$ cat src/logic/comm_supervision_pkg.sv
package comm_supervision_pkg;

  // register indices; byte address is four times the index
  localparam logic [7:0] IDX_COMM_CONFIG = 8'h76;
  localparam logic [7:0] IDX_DBNC_LOW    = 8'h78;
  localparam logic [7:0] IDX_DBNC_HIGH   = 8'h7a;
  localparam logic [7:0] IDX_IMM_LOW     = 8'h7c;
  localparam logic [7:0] IDX_IMM_HIGH    = 8'h7e;
  localparam logic [7:0] IDX_CONTROL     = 8'h60;
  localparam logic [7:0] IDX_BAUD_DIV    = 8'h61;
  localparam logic [7:0] IDX_IRQ_STATUS  = 8'h62;
  localparam logic [7:0] IDX_IRQ_MASK    = 8'h63;
  localparam logic [7:0] IDX_STATE       = 8'h64;

  // field positions
  localparam int RETRY_LSB   = 4;
  localparam int TIMEOUT_LSB = 0;
  localparam int MODE_LSB    = 0;
  localparam int SLEEP_EN_BIT = 2;
  localparam int SCAN_LSB    = 4;

  // reset values
  localparam logic [2:0]  TIMEOUT_CODE_RESET = 3'h1;
  localparam logic [1:0]  RETRY_CODE_RESET   = 2'h0;
  localparam logic [7:0]  MASK_LOW_RESET     = 8'h20;
  localparam logic [7:0]  MASK_HIGH_RESET    = 8'h40;
  localparam logic [15:0] BAUD_DIV_RESET     = 16'h000c;

  // timeout lengths in bit times
  localparam logic [10:0] TIMEOUT_BITS_0 = 11'd276;
  localparam logic [10:0] TIMEOUT_BITS_1 = 11'd516;
  localparam logic [10:0] TIMEOUT_BITS_2 = 11'd996;
  localparam logic [10:0] TIMEOUT_BITS_3 = 11'd1956;
  localparam logic [4:0]  RETRY_BASE     = 5'd2;

  // timing
  localparam int CLK_KHZ            = 25000;
  localparam int SCAN_UNIT_MS       = 500;
  localparam int SCAN_UNIT_CYCLES   = SCAN_UNIT_MS * CLK_KHZ;

  // irq status bit positions
  localparam int ST_LINK_ERR   = 0;
  localparam int ST_ALERT_TO   = 1;
  localparam int ST_FRAME_ERR  = 2;
  localparam int ST_DBNC_ALERT = 3;
  localparam int ST_WIDTH      = 4;

  localparam logic [1:0] RESP_OKAY   = 2'h0;
  localparam logic [1:0] RESP_SLVERR = 2'h2;

  typedef enum logic [1:0] {
    MODE_NORMAL = 2'b00,
    MODE_SLEEP  = 2'b01,
    MODE_SAFETY = 2'b10
  } op_mode_type;

  typedef struct packed {
    logic [1:0] retry_limit_field;
    logic [2:0] timeout_length_field;
  } comm_config_type;

  typedef struct packed {
    logic monitor_status_alert;
    logic sleep_status_alert;
    logic alert_frame_status_error;
  } alert_flags_type;

endpackage

$ cat src/logic/bit_timeout_timer.sv
`timescale 1ns/1ps
`default_nettype none
module bit_timeout_timer (
  input  wire logic        aclk,        // device clock
  input  wire logic        aresetn,     // synchronous reset, low
  input  wire logic [15:0] baud_div,    // clock cycles per uart bit
  input  wire logic [2:0]  length_code, // timeout length field
  input  wire logic        txn_start,   // transaction begins
  input  wire logic        txn_done,    // transaction completes
  output logic             active,      // timeout running
  output logic             expired      // one-cycle expiry pulse
);
  import comm_supervision_pkg::*;

  logic [15:0] div_cnt;
  logic [10:0] bit_cnt;
  logic [10:0] limit;
  logic        bit_tick;

  always_comb begin
    case (length_code[1:0])
      2'b00:   limit = TIMEOUT_BITS_0;
      2'b01:   limit = TIMEOUT_BITS_1;
      2'b10:   limit = TIMEOUT_BITS_2;
      default: limit = TIMEOUT_BITS_3;
    endcase
  end

  // one enable per uart bit period
  assign bit_tick = active && (div_cnt + 16'h0001 >= baud_div);

  always_ff @(posedge aclk) begin
    if (!aresetn || txn_start || !active || bit_tick) begin
      div_cnt <= 16'h0000;
    end else begin
      div_cnt <= div_cnt + 16'h0001;
    end
  end

  always_ff @(posedge aclk) begin
    if (!aresetn) begin
      active  <= 1'b0;
      bit_cnt <= 11'h000;
      expired <= 1'b0;
    end else begin
      expired <= 1'b0;
      if (txn_start) begin
        active  <= !length_code[2];
        bit_cnt <= 11'h000;
      end else if (txn_done) begin
        active <= 1'b0;
      end else if (bit_tick) begin
        bit_cnt <= bit_cnt + 11'h001;
        if (bit_cnt + 11'h001 == limit) begin
          active  <= 1'b0;
          expired <= 1'b1;
        end
      end
    end
  end

  a_start_runs : assert property (@(posedge aclk) disable iff (!aresetn)
      txn_start && !length_code[2] |=> active)
    else $error("timer did not start on transaction");
  a_disabled_idle : assert property (@(posedge aclk) disable iff (!aresetn)
      txn_start && length_code[2] |=> !active)
    else $error("disabled timeout started");
  c_expiry : cover property (@(posedge aclk) disable iff (!aresetn) expired);

endmodule // bit_timeout_timer
`default_nettype wire

$ cat src/logic/comm_timeout_alert_mask.sv
// Implementation choice: the AXI4-Lite slave port.
`timescale 1ns/1ps
`default_nettype none
// Contract
// - retry code 0..3 means 2,4,8,16 retries
// - timeout codes 276/516/996/1956 bits, top bit disables
// - timeout code resets to 001, 516 bits
// - timeout runs every mode, starts per transaction
// - expiry sets the link error flag
// - sleep/safety modes issue alert frames at intervals
// - expiry in sleep/safety also sets alert timeout
// - timeout counter advances once per bit period
// - debounced mask yields monitor and sleep alerts
// - immediate mask yields frame status error flag
// - both mask low bytes reset to 0x20
// - both mask high bytes reset to 0x40
// - scan code: 500 ms, 1 s, 1.5 s, reserved
module comm_timeout_alert_mask #(
  parameter int SCAN_UNIT = comm_supervision_pkg::SCAN_UNIT_CYCLES // cycles per 500 ms
) (
  input  wire logic                                   aclk,          // clock, 25 MHz
  input  wire logic                                   aresetn,       // sync reset, low
  input  wire logic [11:0]                            s_axi_awaddr,  // write address
  input  wire logic                                   s_axi_awvalid, // write address valid
  output logic                                        s_axi_awready, // write address ready
  input  wire logic [31:0]                            s_axi_wdata,   // write data
  input  wire logic [3:0]                             s_axi_wstrb,   // write strobes
  input  wire logic                                   s_axi_wvalid,  // write data valid
  output logic                                        s_axi_wready,  // write data ready
  output logic [1:0]                                  s_axi_bresp,   // write response
  output logic                                        s_axi_bvalid,  // write response valid
  input  wire logic                                   s_axi_bready,  // write response ready
  input  wire logic [11:0]                            s_axi_araddr,  // read address
  input  wire logic                                   s_axi_arvalid, // read address valid
  output logic                                        s_axi_arready, // read address ready
  output logic [31:0]                                 s_axi_rdata,   // read data
  output logic [1:0]                                  s_axi_rresp,   // read response
  output logic                                        s_axi_rvalid,  // read data valid
  input  wire logic                                   s_axi_rready,  // read data ready
  input  wire logic                                   txn_start,     // chain transaction begins
  input  wire logic                                   txn_done,      // chain transaction ends
  input  wire logic [15:0]                            status_word,   // alert buffer status bits
  input  wire logic                                   status_valid,  // status word strobe
  output comm_supervision_pkg::alert_flags_type       alert_flags,   // derived alert flags
  output logic                                        alert_frame_command, // alert frame pulse
  output logic [4:0]                                  retry_limit,   // retry count threshold
  output logic                                        irq            // interrupt, high level
);
  import comm_supervision_pkg::*;

  comm_config_type       comm_cfg;
  logic [15:0]           debounced_status_mask;
  logic [15:0]           immediate_status_mask;
  op_mode_type           mode;
  logic                  sleep_alert_en;
  logic [1:0]            monitor_scan_interval;
  logic [15:0]           baud_div;
  logic [ST_WIDTH-1:0]   irq_status;
  logic [ST_WIDTH-1:0]   irq_mask;
  logic [ST_WIDTH-1:0]   events;
  logic                  timer_active;
  logic                  timer_expired;
  logic                  prev_hit;
  logic                  wr_go;
  logic                  rd_go;
  logic [7:0]            wr_idx;
  logic [31:0]           next_rdata;
  logic                  next_rok;
  logic [31:0]           scan_cnt;
  logic [1:0]            unit_cnt;
  logic                  scan_on;
  logic                  link_error_flag;
  logic                  alert_timeout_flag;

  function automatic logic [7:0] reg_index(input logic [11:0] addr);
    reg_index = addr[9:2];
  endfunction

  function automatic logic masked_hit(input logic [15:0] st, input logic [15:0] msk);
    masked_hit = |(st & ~msk);
  endfunction

  // write: both address and data offered together, taken in one edge
  assign wr_go         = s_axi_awvalid && s_axi_wvalid && !s_axi_bvalid;
  assign s_axi_awready = wr_go;
  assign s_axi_wready  = wr_go;
  assign wr_idx        = reg_index(s_axi_awaddr);
  assign rd_go         = s_axi_arvalid && !s_axi_rvalid;
  assign s_axi_arready = rd_go;

  always_ff @(posedge aclk) begin
    if (!aresetn) begin
      s_axi_bvalid <= 1'b0;
      s_axi_bresp  <= RESP_OKAY;
    end else if (wr_go) begin
      s_axi_bvalid <= 1'b1;
      case (wr_idx)
        IDX_COMM_CONFIG, IDX_DBNC_LOW, IDX_DBNC_HIGH, IDX_IMM_LOW, IDX_IMM_HIGH,
        IDX_CONTROL, IDX_BAUD_DIV, IDX_IRQ_STATUS, IDX_IRQ_MASK, IDX_STATE: begin
          s_axi_bresp <= RESP_OKAY;
        end
        default: begin
          s_axi_bresp <= RESP_SLVERR;
        end
      endcase
    end else if (s_axi_bready) begin
      s_axi_bvalid <= 1'b0;
    end
  end

  always_ff @(posedge aclk) begin
    if (!aresetn) begin
      comm_cfg.timeout_length_field <= TIMEOUT_CODE_RESET;
      comm_cfg.retry_limit_field    <= RETRY_CODE_RESET;
      debounced_status_mask         <= {MASK_HIGH_RESET, MASK_LOW_RESET};
      immediate_status_mask         <= {MASK_HIGH_RESET, MASK_LOW_RESET};
      mode                          <= MODE_NORMAL;
      sleep_alert_en                <= 1'b0;
      monitor_scan_interval         <= 2'h0;
      baud_div                      <= BAUD_DIV_RESET;
      irq_mask                      <= '0;
    end else if (wr_go && s_axi_wstrb[0]) begin
      case (wr_idx)
        IDX_COMM_CONFIG: begin
          comm_cfg.retry_limit_field    <= s_axi_wdata[RETRY_LSB+:2];
          comm_cfg.timeout_length_field <= s_axi_wdata[TIMEOUT_LSB+:3];
        end
        IDX_DBNC_LOW:  debounced_status_mask[7:0]  <= s_axi_wdata[7:0];
        IDX_DBNC_HIGH: debounced_status_mask[15:8] <= s_axi_wdata[7:0];
        IDX_IMM_LOW:   immediate_status_mask[7:0]  <= s_axi_wdata[7:0];
        IDX_IMM_HIGH:  immediate_status_mask[15:8] <= s_axi_wdata[7:0];
        IDX_CONTROL: begin
          case (s_axi_wdata[MODE_LSB+:2])
            2'b01:   mode <= MODE_SLEEP;
            2'b10:   mode <= MODE_SAFETY;
            default: mode <= MODE_NORMAL;
          endcase
          sleep_alert_en        <= s_axi_wdata[SLEEP_EN_BIT];
          monitor_scan_interval <= s_axi_wdata[SCAN_LSB+:2];
        end
        IDX_BAUD_DIV: begin
          baud_div[7:0] <= s_axi_wdata[7:0];
          if (s_axi_wstrb[1]) begin
            baud_div[15:8] <= s_axi_wdata[15:8];
          end
        end
        IDX_IRQ_MASK: irq_mask <= s_axi_wdata[ST_WIDTH-1:0];
        default: ;
      endcase
    end
  end

  // read path
  always_comb begin
    next_rdata = 32'h0000_0000;
    next_rok   = 1'b1;
    case (reg_index(s_axi_araddr))
      IDX_COMM_CONFIG: next_rdata[5:0] = {comm_cfg.retry_limit_field, 1'b0,
                                          comm_cfg.timeout_length_field};
      IDX_DBNC_LOW:    next_rdata[7:0] = debounced_status_mask[7:0];
      IDX_DBNC_HIGH:   next_rdata[7:0] = debounced_status_mask[15:8];
      IDX_IMM_LOW:     next_rdata[7:0] = immediate_status_mask[7:0];
      IDX_IMM_HIGH:    next_rdata[7:0] = immediate_status_mask[15:8];
      IDX_CONTROL:     next_rdata[5:0] = {monitor_scan_interval, 1'b0, sleep_alert_en, mode};
      IDX_BAUD_DIV:    next_rdata[15:0] = baud_div;
      IDX_IRQ_STATUS:  next_rdata[ST_WIDTH-1:0] = irq_status;
      IDX_IRQ_MASK:    next_rdata[ST_WIDTH-1:0] = irq_mask;
      IDX_STATE:       next_rdata[4:0] = {timer_active, link_error_flag, alert_flags};
      default:         next_rok = 1'b0;
    endcase
  end

  always_ff @(posedge aclk) begin
    if (!aresetn) begin
      s_axi_rvalid <= 1'b0;
      s_axi_rdata  <= 32'h0000_0000;
      s_axi_rresp  <= RESP_OKAY;
    end else if (rd_go) begin
      s_axi_rvalid <= 1'b1;
      s_axi_rdata  <= next_rdata;
      s_axi_rresp  <= next_rok ? RESP_OKAY : RESP_SLVERR;
    end else if (s_axi_rready) begin
      s_axi_rvalid <= 1'b0;
    end
  end

  bit_timeout_timer u_timer (
    .aclk        (aclk),
    .aresetn     (aresetn),
    .baud_div    (baud_div),
    .length_code (comm_cfg.timeout_length_field),
    .txn_start   (txn_start),
    .txn_done    (txn_done),
    .active      (timer_active),
    .expired     (timer_expired)
  );

  assign retry_limit = RETRY_BASE << comm_cfg.retry_limit_field;

  // alert status masking, debounce needs two packets in a row
  always_ff @(posedge aclk) begin
    if (!aresetn) begin
      prev_hit    <= 1'b0;
      alert_flags <= '0;
    end else if (status_valid) begin
      prev_hit <= masked_hit(status_word, debounced_status_mask);
      alert_flags.alert_frame_status_error <=
        masked_hit(status_word, immediate_status_mask);
      alert_flags.monitor_status_alert <= prev_hit && (mode == MODE_SAFETY) &&
        masked_hit(status_word, debounced_status_mask);
      alert_flags.sleep_status_alert <= prev_hit && (mode == MODE_SLEEP) &&
        masked_hit(status_word, debounced_status_mask);
    end
  end

  // automatic alert frames
  assign scan_on = (mode == MODE_SAFETY) || (mode == MODE_SLEEP && sleep_alert_en);

  always_ff @(posedge aclk) begin
    if (!aresetn || !scan_on || monitor_scan_interval == 2'b11) begin
      scan_cnt            <= 32'h0000_0000;
      unit_cnt            <= 2'h0;
      alert_frame_command <= 1'b0;
    end else begin
      alert_frame_command <= 1'b0;
      if (scan_cnt + 32'h0000_0001 >= 32'(SCAN_UNIT)) begin
        scan_cnt <= 32'h0000_0000;
        if (unit_cnt == monitor_scan_interval) begin
          unit_cnt            <= 2'h0;
          alert_frame_command <= 1'b1;
        end else begin
          unit_cnt <= unit_cnt + 2'h1;
        end
      end else begin
        scan_cnt <= scan_cnt + 32'h0000_0001;
      end
    end
  end

  // sticky status, set wins over write-one-to-clear
  assign events[ST_LINK_ERR]   = timer_expired;
  assign events[ST_ALERT_TO]   = timer_expired && (mode != MODE_NORMAL);
  assign events[ST_FRAME_ERR]  = status_valid && masked_hit(status_word, immediate_status_mask);
  assign events[ST_DBNC_ALERT] = status_valid && prev_hit &&
                                 masked_hit(status_word, debounced_status_mask);

  always_ff @(posedge aclk) begin
    if (!aresetn) begin
      irq_status <= '0;
    end else begin
      irq_status <= events | (irq_status &
        ~((wr_go && s_axi_wstrb[0] && wr_idx == IDX_IRQ_STATUS) ?
          s_axi_wdata[ST_WIDTH-1:0] : '0));
    end
  end

  assign link_error_flag    = irq_status[ST_LINK_ERR];
  assign alert_timeout_flag = irq_status[ST_ALERT_TO];
  assign irq                = |(irq_status & irq_mask);

  a_timeout_reset_code : assert property (@(posedge aclk)
      $rose(aresetn) |-> comm_cfg.timeout_length_field == 3'h1)
    else $error("timeout code not 001 after reset");
  a_mask_reset_value : assert property (@(posedge aclk)
      $rose(aresetn) |-> debounced_status_mask == 16'h4020 && immediate_status_mask == 16'h4020)
    else $error("mask reset value wrong");
  a_retry_limit_value : assert property (@(posedge aclk) disable iff (!aresetn)
      comm_cfg.retry_limit_field == 2'h3 |-> retry_limit == 5'd16)
    else $error("retry limit decode wrong");
  a_expiry_link_error : assert property (@(posedge aclk) disable iff (!aresetn)
      timer_expired |=> link_error_flag)
    else $error("expiry did not set link error");
  a_expiry_alert_to : assert property (@(posedge aclk) disable iff (!aresetn)
      timer_expired && mode == MODE_SLEEP |=> alert_timeout_flag)
    else $error("sleep expiry did not set alert timeout");
  a_normal_no_alert_to : assert property (@(posedge aclk) disable iff (!aresetn)
      !alert_timeout_flag && timer_expired && mode == MODE_NORMAL
      && !$rose(alert_timeout_flag) |=> !alert_timeout_flag)
    else $error("normal mode set alert timeout");
  a_immediate_flag : assert property (@(posedge aclk) disable iff (!aresetn)
      status_valid |=> alert_flags.alert_frame_status_error ==
      |($past(status_word) & ~$past(immediate_status_mask)))
    else $error("immediate flag mismatch");
  a_frame_mode : assert property (@(posedge aclk) disable iff (!aresetn)
      alert_frame_command |-> $past(scan_on))
    else $error("alert frame outside sleep or safety mode");
  a_irq_level : assert property (@(posedge aclk) disable iff (!aresetn)
      irq_status[ST_LINK_ERR] && irq_mask[ST_LINK_ERR] |-> irq)
    else $error("irq not raised");
  a_link_err_sticky : assert property (@(posedge aclk) disable iff (!aresetn)
      link_error_flag && !(wr_go && wr_idx == IDX_IRQ_STATUS) |=> link_error_flag)
    else $error("link error flag lost without clear");
  a_reserved_no_frame : assert property (@(posedge aclk) disable iff (!aresetn)
      monitor_scan_interval == 2'b11 |=> !alert_frame_command)
    else $error("alert frame with reserved scan code");
  a_normal_no_dbnc : assert property (@(posedge aclk) disable iff (!aresetn)
      mode == MODE_NORMAL && status_valid |=>
      !alert_flags.monitor_status_alert && !alert_flags.sleep_status_alert)
    else $error("debounced alert in normal mode");
  a_reset_outputs : assert property (@(posedge aclk)
      $rose(aresetn) |-> alert_flags == '0 && !irq && !alert_frame_command &&
      retry_limit == 5'd2)
    else $error("outputs not idle after reset");
  c_frame_cmd : cover property (@(posedge aclk) disable iff (!aresetn) alert_frame_command);
  c_sleep_alert : cover property (@(posedge aclk) disable iff (!aresetn)
      alert_flags.sleep_status_alert);
  c_dbnc_alert : cover property (@(posedge aclk) disable iff (!aresetn)
      alert_flags.monitor_status_alert);
  c_alert_to : cover property (@(posedge aclk) disable iff (!aresetn) alert_timeout_flag);

endmodule // comm_timeout_alert_mask
`default_nettype wire

$ cat config.mk
export PLATFORM = sky130hd
export DESIGN_NAME = comm_timeout_alert_mask
export DESIGN_NICKNAME = d
export VERILOG_FILES = /design/src/logic/comm_supervision_pkg.sv /design/src/logic/bit_timeout_timer.sv /design/src/logic/comm_timeout_alert_mask.sv
export SDC_FILE = /design/constraint.sdc
export NUM_CORES = 1
export LEC_CHECK = 0
export CAP_MARGIN = 20
export CELL_PAD_IN_SITES_DETAIL_PLACEMENT = 0
export CELL_PAD_IN_SITES_GLOBAL_PLACEMENT = 1
export CORE_UTILIZATION = 30
export CTS_CLUSTER_DIAMETER = 200
export DETAILED_ROUTE_END_ITERATION = 16
export DONT_BUFFER_PORTS = 1
export GPL_TIMING_DRIVEN = 1
export PLACE_DENSITY_LB_ADDON = 0.1
export SETUP_SLACK_MARGIN = 0.15
export SYNTH_ARGS = -nofsm -noshare
export SYNTH_HDL_FRONTEND = slang
export SYNTH_HIERARCHICAL = 1
export SYNTH_SLANG_ARGS = --single-unit
export TNS_END_PERCENT = 10
$ cat constraint.sdc
create_clock -name aclk -period 5.8 [get_ports aclk]
set_clock_uncertainty 0.15 [all_clocks]
set_input_delay 0.29 -clock aclk [delete_from_list [all_inputs] [get_ports aclk]]
set_output_delay 0.29 -clock aclk [all_outputs]
set_load 0.01 [all_outputs]
==> flow_metrics.tcl, run 1 <==
set metrics [dict create \
    numCtsBuffers 17 \
    slew_violations 0 \
    avgViaCountPerCell 4.95 \
    ir_worst_vdd_mv 0.167 \
    grt_util_all_layers_pct 17.3 \
    status "finished clean" \
    cts_hold_buffers 24 \
    row_count 60 \
    dieArea_sq_um 28700 \
    ant_nets 0 \
    hpwl_um 17200 \
    cp-end-kind "flip-flop" \
    syn-mean-instance-area_sq_um 8.56 \
    rsz0062_at_grt "false" \
    tns_ns 0 \
    gp_congestion 0.794 \
    grt_pass1_vias 6670 \
    grt_pass1_wl_um 38300 \
    cts_tree "built" \
    synth_cell_type_count 86 \
    io_pins 137 \
    wl_um 24000 \
    drive_gt1_share_pct 9.21 \
    critical_path.max_fanout 16 \
    hold_violations 0 \
    syn_inst 983 \
    via_count 6844 \
    worstPathArrival_ns 3.98 \
    required_ns 6.01 \
    yosysSeqAreaShare_pct 36.7 \
    fillers 2835 \
    hp-class "input pin to flip-flop" \
    clock_latency_ns 0.44 \
    initial_utilization_pct 30.9 \
    post-route-period-util_pct 65.0 \
    synth_edf_count 0 \
    fin_crit_ns 3.77 \
    cts_num_sinks 154 \
    slew_headroom_pct 27.7 \
    placed_area_sq_um 8670 \
    final_core_util_pct 35.0 \
    core_area_sq_um 27300 \
    cts_resized 0 \
    grt_overflow_total 0 \
    async_flop_share_pct 0 \
    post_cts.repair.setup_buffers 0 \
    max_slew.worst_pin.slew_ns 1.08 \
    netlist_area_sq_um 8410 \
    routedWlPerCell_um 17.4 \
    io_buffer_count 0 \
    synth.top_cells.by_area "dfxtp_1 (37%), nand2_1 (5.8%), mux2i_1 (5.0%), nor2b_1 (4.5%), a21boi_0 (3.5%)" \
    clk_pin_slew_ns 0.07 \
    first_pass_iters 4 \
    nNetsFinal 1102 \
    yosysTopAreaCellShare_pct 36.7 \
    yosysTopAreaCell "dfxtp_1" \
    synth-warning-count 6 \
    clockBufferDepth 2 \
    cts_max_level 4 \
    die-width_um 169 \
    drc 0 \
    synthFlopType "dfxtp_1" \
    crit_type "flip-flop to flip-flop" \
    drt_iter0_drc 326 \
    power_density_nw_per_um2 247 \
    antenna_found_initial 1 \
    grt_max_degree 91 \
    power.leakage_nw 3.33 \
    fp.dieH_um 169 \
    finalSetupViolations 0 \
    drv_cap 0 \
    ys_ff_latch 154 \
    startpoint_type "flip-flop" \
    cts-root-buf "clkbuf_16" \
    area_growth_pct 13.4 \
    design_area_sq_um 9540 \
    fmax_mhz 265 \
]
registers in the layout, summed over array words and instances (netlist names), 2 cells and up:
register,count
alert_flags,3
irq_status,4
comm_cfg,5
u_timer/bit_cnt,11
baud_div,16
irq_mask,4
debounced_status_mask,16
s_axi_rdata,16
scan_cnt,32
unit_cnt,2
u_timer/div_cnt,16
mode,2
monitor_scan_interval,2
immediate_status_mask,16
logic make-up after synthesis:
family                   after synthesis  share of synthesized area [%]
XOR/XNOR                              45                           4.69
other                                  1                         0.0446
multiplexers                          50                           6.47
adder cells (fa/ha/maj)               19                           2.83
buffers and inverters                114                           6.80
AND/OR/NAND/NOR                      416                           26.5
flip-flops                           154                           36.7
AO/OA/AOI/OAI                        184                           16.1
layer usage:
layer,routed length [um],track usage [%],up-vias
li1,-,-,3461
met1,11400,22.7,3255
met2,11400,29.0,119
met3,1040,4.08,9
met4,167,3.49,0
met5,0,0,-
per-stage QoR:
step           setup WS, ns  total power (W)  cells  hold slack, ns
6_report               2.03          0.00235   1383          0.0248
5_1_grt                1.52          0.00245   1383          0.0247
4_1_cts                1.97          0.00238   1382          0.0103
3_5_place_dp           2.02          0.00117   1326           0.233
3_3_place_gp           2.06          0.00117   1325           0.223
2_1_floorplan          2.71          0.00118   1009           0.264
synthesized netlist by cell type (4+ instances only):
cell / instances
ha_1: 19
a21oi_1: 25
nand3_1: 38
o211ai_1: 14
xor2_1: 24
o31ai_1: 4
a211oi_1: 4
nor2_1: 52
a22oi_1: 7
nand3b_1: 4
or4_1: 9
nand2b_1: 13
nor2_2: 10
nor4_1: 7
clkbuf_1: 26
buf_2: 7
or3_1: 4
o21a_1: 4
xnor2_1: 21
nor3b_1: 6
a221oi_1: 12
o211a_1: 4
dfxtp_1: 154
mux2_2: 5
nor2b_1: 60
o21ai_0: 19
and3_1: 9
nand4_1: 14
nand2_1: 129
inv_1: 49
and4_1: 5
and3b_1: 4
buf_4: 23
mux2i_1: 42
a21boi_0: 39
nor3_1: 19
and4_2: 4
a31oi_1: 4
o22ai_1: 14
and2_1: 7
area by class of cell:
cell class / count / area, sq um / share of cell area (%)
inverters: 51 / 191 / 2.01
clock inverters: 15 / 188 / 1.97
well taps: 372 / 465 / 4.88
flip-flops and latches: 154 / 3080 / 32.3
diodes: 1 / 2.50 / 0.0262
clock buffers: 17 / 425 / 4.46
repair buffers: 32 / 315 / 3.30
multi-input cells: 741 / 4870 / 51.0
cell usage in the layout (no fill, tap or decap), types with 10 or more instances in the layout:
cell and instances:
nand3_1 38, o22ai_1 14, ha_1 19, clkbuf_16 17, dfxtp_1 154, o21ai_0 19, nor2_2 10, nand2b_1 13
nor2_1 52, a21oi_1 25, xnor2_1 21, a21boi_0 39, nor2b_1 60, conb_1 27, mux2i_1 42, nor3_1 19
o211ai_1 14, a221oi_1 12, inv_1 49, nand2_1 129, nand4_1 14, xor2_1 24, dlygate4sd3_1 23
critical path, cell delays in order (launching register included):
cell and delay, ns:
dfxtp_1 0.38, and3_1 0.21, and3_1 0.26, nand4_1 0.20
nor3_1 0.25, xor2_1 0.24, ha_1 0.31, a41o_1 0.22
a211oi_1 0.21, o211ai_1 0.25, o21bai_1 0.24, nand3_1 0.51
nor2b_1 0.26
power by group:
group	leakage, nW	total [W]	internal, W	switching (W)
sequential	1.25	0.00108	0.00107	0.0000116
combinational	1.79	0.000103	0.0000421	0.0000612
clock	0.301	0.00117	0.000624	0.000548
worst paths after layout:
path | start | endpoint | slack, ns | cells past startpoint
setup / recovery | u_timer/div_cnt[2] | u_timer/div_cnt[5] | 2.03 | 12
hold / removal | s_axi_awaddr[5] | s_axi_bresp[1] | 0.02 | 3
setup reg to reg | u_timer/div_cnt[2] | u_timer/div_cnt[5] | 2.03 | 12
hold reg to reg | scan_cnt[0] | scan_cnt[0] | 0.33 | 1
Power figures use the tool's default switching activity.
==> run 2, diff against run 1 <==
==> constraint.sdc (replaced) <==
create_clock -name aclk -period 3.88 [get_ports aclk]
set_clock_uncertainty 0.15 [all_clocks]
set_input_delay 0.194 -clock aclk [delete_from_list [all_inputs] [get_ports aclk]]
set_output_delay 0.194 -clock aclk [all_outputs]
set_load 0.01 [all_outputs]
==> flow_metrics.tcl, run 2 (synthesized netlist as in run 1, its figures left out) <==
set metrics [dict create \
    status "finished clean" \
    cts_num_sinks 154 \
    crit_top_cell "nand4_1" \
    cp_slowest_stage_delay_ns 0.50 \
    crit_type "flip-flop to flip-flop" \
    cts_tree "built" \
    worstPathCellList "and3_1 -> and3_2 -> nand4_1 -> xnor2_1 -> ha_1 -> nand4_1 -> a2111oi_4 -> o21ai_2 -> buf_6 -> or4_1 -> a21oi_1" \
    via_count 6955 \
    fmax_mhz 292 \
    avgViaCountPerCell 4.93 \
    antenna_found_initial 1 \
    hold_start "txn_start" \
    worstPathArrival_ns 3.63 \
    fp.dieH_um 169 \
    startpoint "u_timer/div_cnt[2]" \
    first_pass_iters 5 \
    gp_congestion 0.782 \
    placed_area_sq_um 8720 \
    rsz0062_at_grt "true" \
    layout_commonest_cell "dfxtp_1" \
    crit-reg2reg-launch "u_timer/div_cnt[2]" \
    dieArea_sq_um 28700 \
    mostFrequentLayoutCells "dfxtp_1 (154), nand2_1 (129), nor2b_1 (60)" \
    power_density_nw_per_um2 360 \
    finalSetupViolations 0 \
    startpoint_type "flip-flop" \
    tns_ns 0 \
    required_ns 4.08 \
    initial_utilization_pct 30.9 \
    slew_violations 0 \
    fin_crit_ns 3.42 \
    cp-endpoint "u_timer/bit_cnt[10]" \
    power.leakage_nw 3.47 \
    drt_iter0_drc 332 \
    final_core_util_pct 36.1 \
    grt_pass1_vias 6960 \
    nNetsFinal 1131 \
    met2_usage_pct 28.7 \
    io_pins 137 \
    grt_max_degree 94 \
    design_area_sq_um 9840 \
    drive_gt1_share_pct 9.72 \
    drv_cap 0 \
    critPathTopFamily "simple AND/OR/NAND/NOR gates" \
    area_growth_pct 17.0 \
    hp-class "input pin to flip-flop" \
    hpwl_um 17300 \
    wl_um 24300 \
    met1_usage_pct 22.7 \
    grt_overflow_total 0 \
    reg2reg_depth 11 \
    met3_usage_pct 4.38 \
    n_antenna_cell 0 \
    rr_endpoint "u_timer/bit_cnt[10]" \
    numCtsBuffers 17 \
    busiest_layer "met2" \
    largest-register "scan_cnt" \
    clk_pin_slew_ns 0.07 \
    ff2ff_setup_slack_ns 0.46 \
    cts-root-buf "clkbuf_16" \
    crit_buf_inv 1 \
    drc 0 \
    cp-end-kind "flip-flop" \
    post-route-period-util_pct 88.2 \
    clock_latency_ns 0.44 \
    cts_max_level 4 \
    largest_reg_flops 32 \
    grt_util_all_layers_pct 17.6 \
    slowest_stage "a2111oi_4" \
    routedWlPerCell_um 17.3 \
    max_slew.worst_pin.slew_ns 0.936 \
    holdWs_ns 0.00208 \
    io_buffer_count 0 \
    grt_pass1_wl_um 39000 \
    ir_worst_vdd_mv 0.259 \
    slew_headroom_pct 37.1 \
    die-width_um 169 \
    critical_path.max_fanout 18 \
    core_area_sq_um 27300 \
    row_count 60 \
    crit_cells 11 \
    ant_nets 0 \
    clockBufferDepth 2 \
    hold_violations 0 \
]
==> run 2: cell count changes in the layout (fill, tap and decap cells not counted), moves of 2 or more <==
cell / change
dlygate4sd3_1: +24
buf_4: +4
clkinvlp_4: +2
clkinv_8: -3
==> run 2: cell type report <==
type                       count  area (sq um)
clock buffer                  17           425
clock inverter                15           180
fill                        2869         17400
inverter                      51           191
multi-input combinational    741          4880
sequential                   154          3080
tap                          372           465
timing repair buffer          61           612
==> run 2: worst min-delay path by stage <==
stage	to	slack [ns]	cells past startpoint
floorplan	debounced_status_mask[5]	0.17	2
global placement	comm_cfg[0]	0.13	1
detailed placement	comm_cfg[0]	0.13	1
CTS	s_axi_rdata[5]	0.001	4
global route	u_timer/bit_cnt[7]	0.03	2
finish	u_timer/bit_cnt[2]	0.002	2
==> run 2: worst register-to-register path, stage by stage (launching register included) <==
cell	delay, ns
dfxtp_1	0.39
and3_1	0.20
and3_2	0.25
nand4_1	0.21
xnor2_1	0.21
ha_1	0.30
nand4_1	0.21
a2111oi_4	0.50
o21ai_2	0.11
buf_6	0.17
or4_1	0.50
a21oi_1	0.14
==> run 2: layer usage <==
layer	up-vias	part of all wire (%)
li1	3520	-
met1	3261	47
met2	149	46
met3	23	5.2
met4	2	1.6
met5	-	0.053
==> run 2: what timing repair did <==
item,4_1_cts,5_1_grt
hold endpoints to repair,104,0
setup endpoints to repair,0,27
hold buffers,48,0
buffers inserted,0,0
gates resized for setup,0,4
==> run 2: per-stage QoR <==
step	worst slack [ns]	std cells	power, W
2_1_floorplan	0.786	1009	0.00176
3_3_place_gp	0.408	1331	0.00176
3_5_place_dp	0.391	1331	0.00176
4_1_cts	0.356	1411	0.00360
5_1_grt	0.147	1411	0.00368
6_report	0.459	1411	0.00354
==> run 2: power by group <==
part	leakage, nW	switching (W)	internal [W]
sequential	1.25	0.0000174	0.00159
clock	0.294	0.000785	0.000977
combinational	1.93	0.0000969	0.0000700
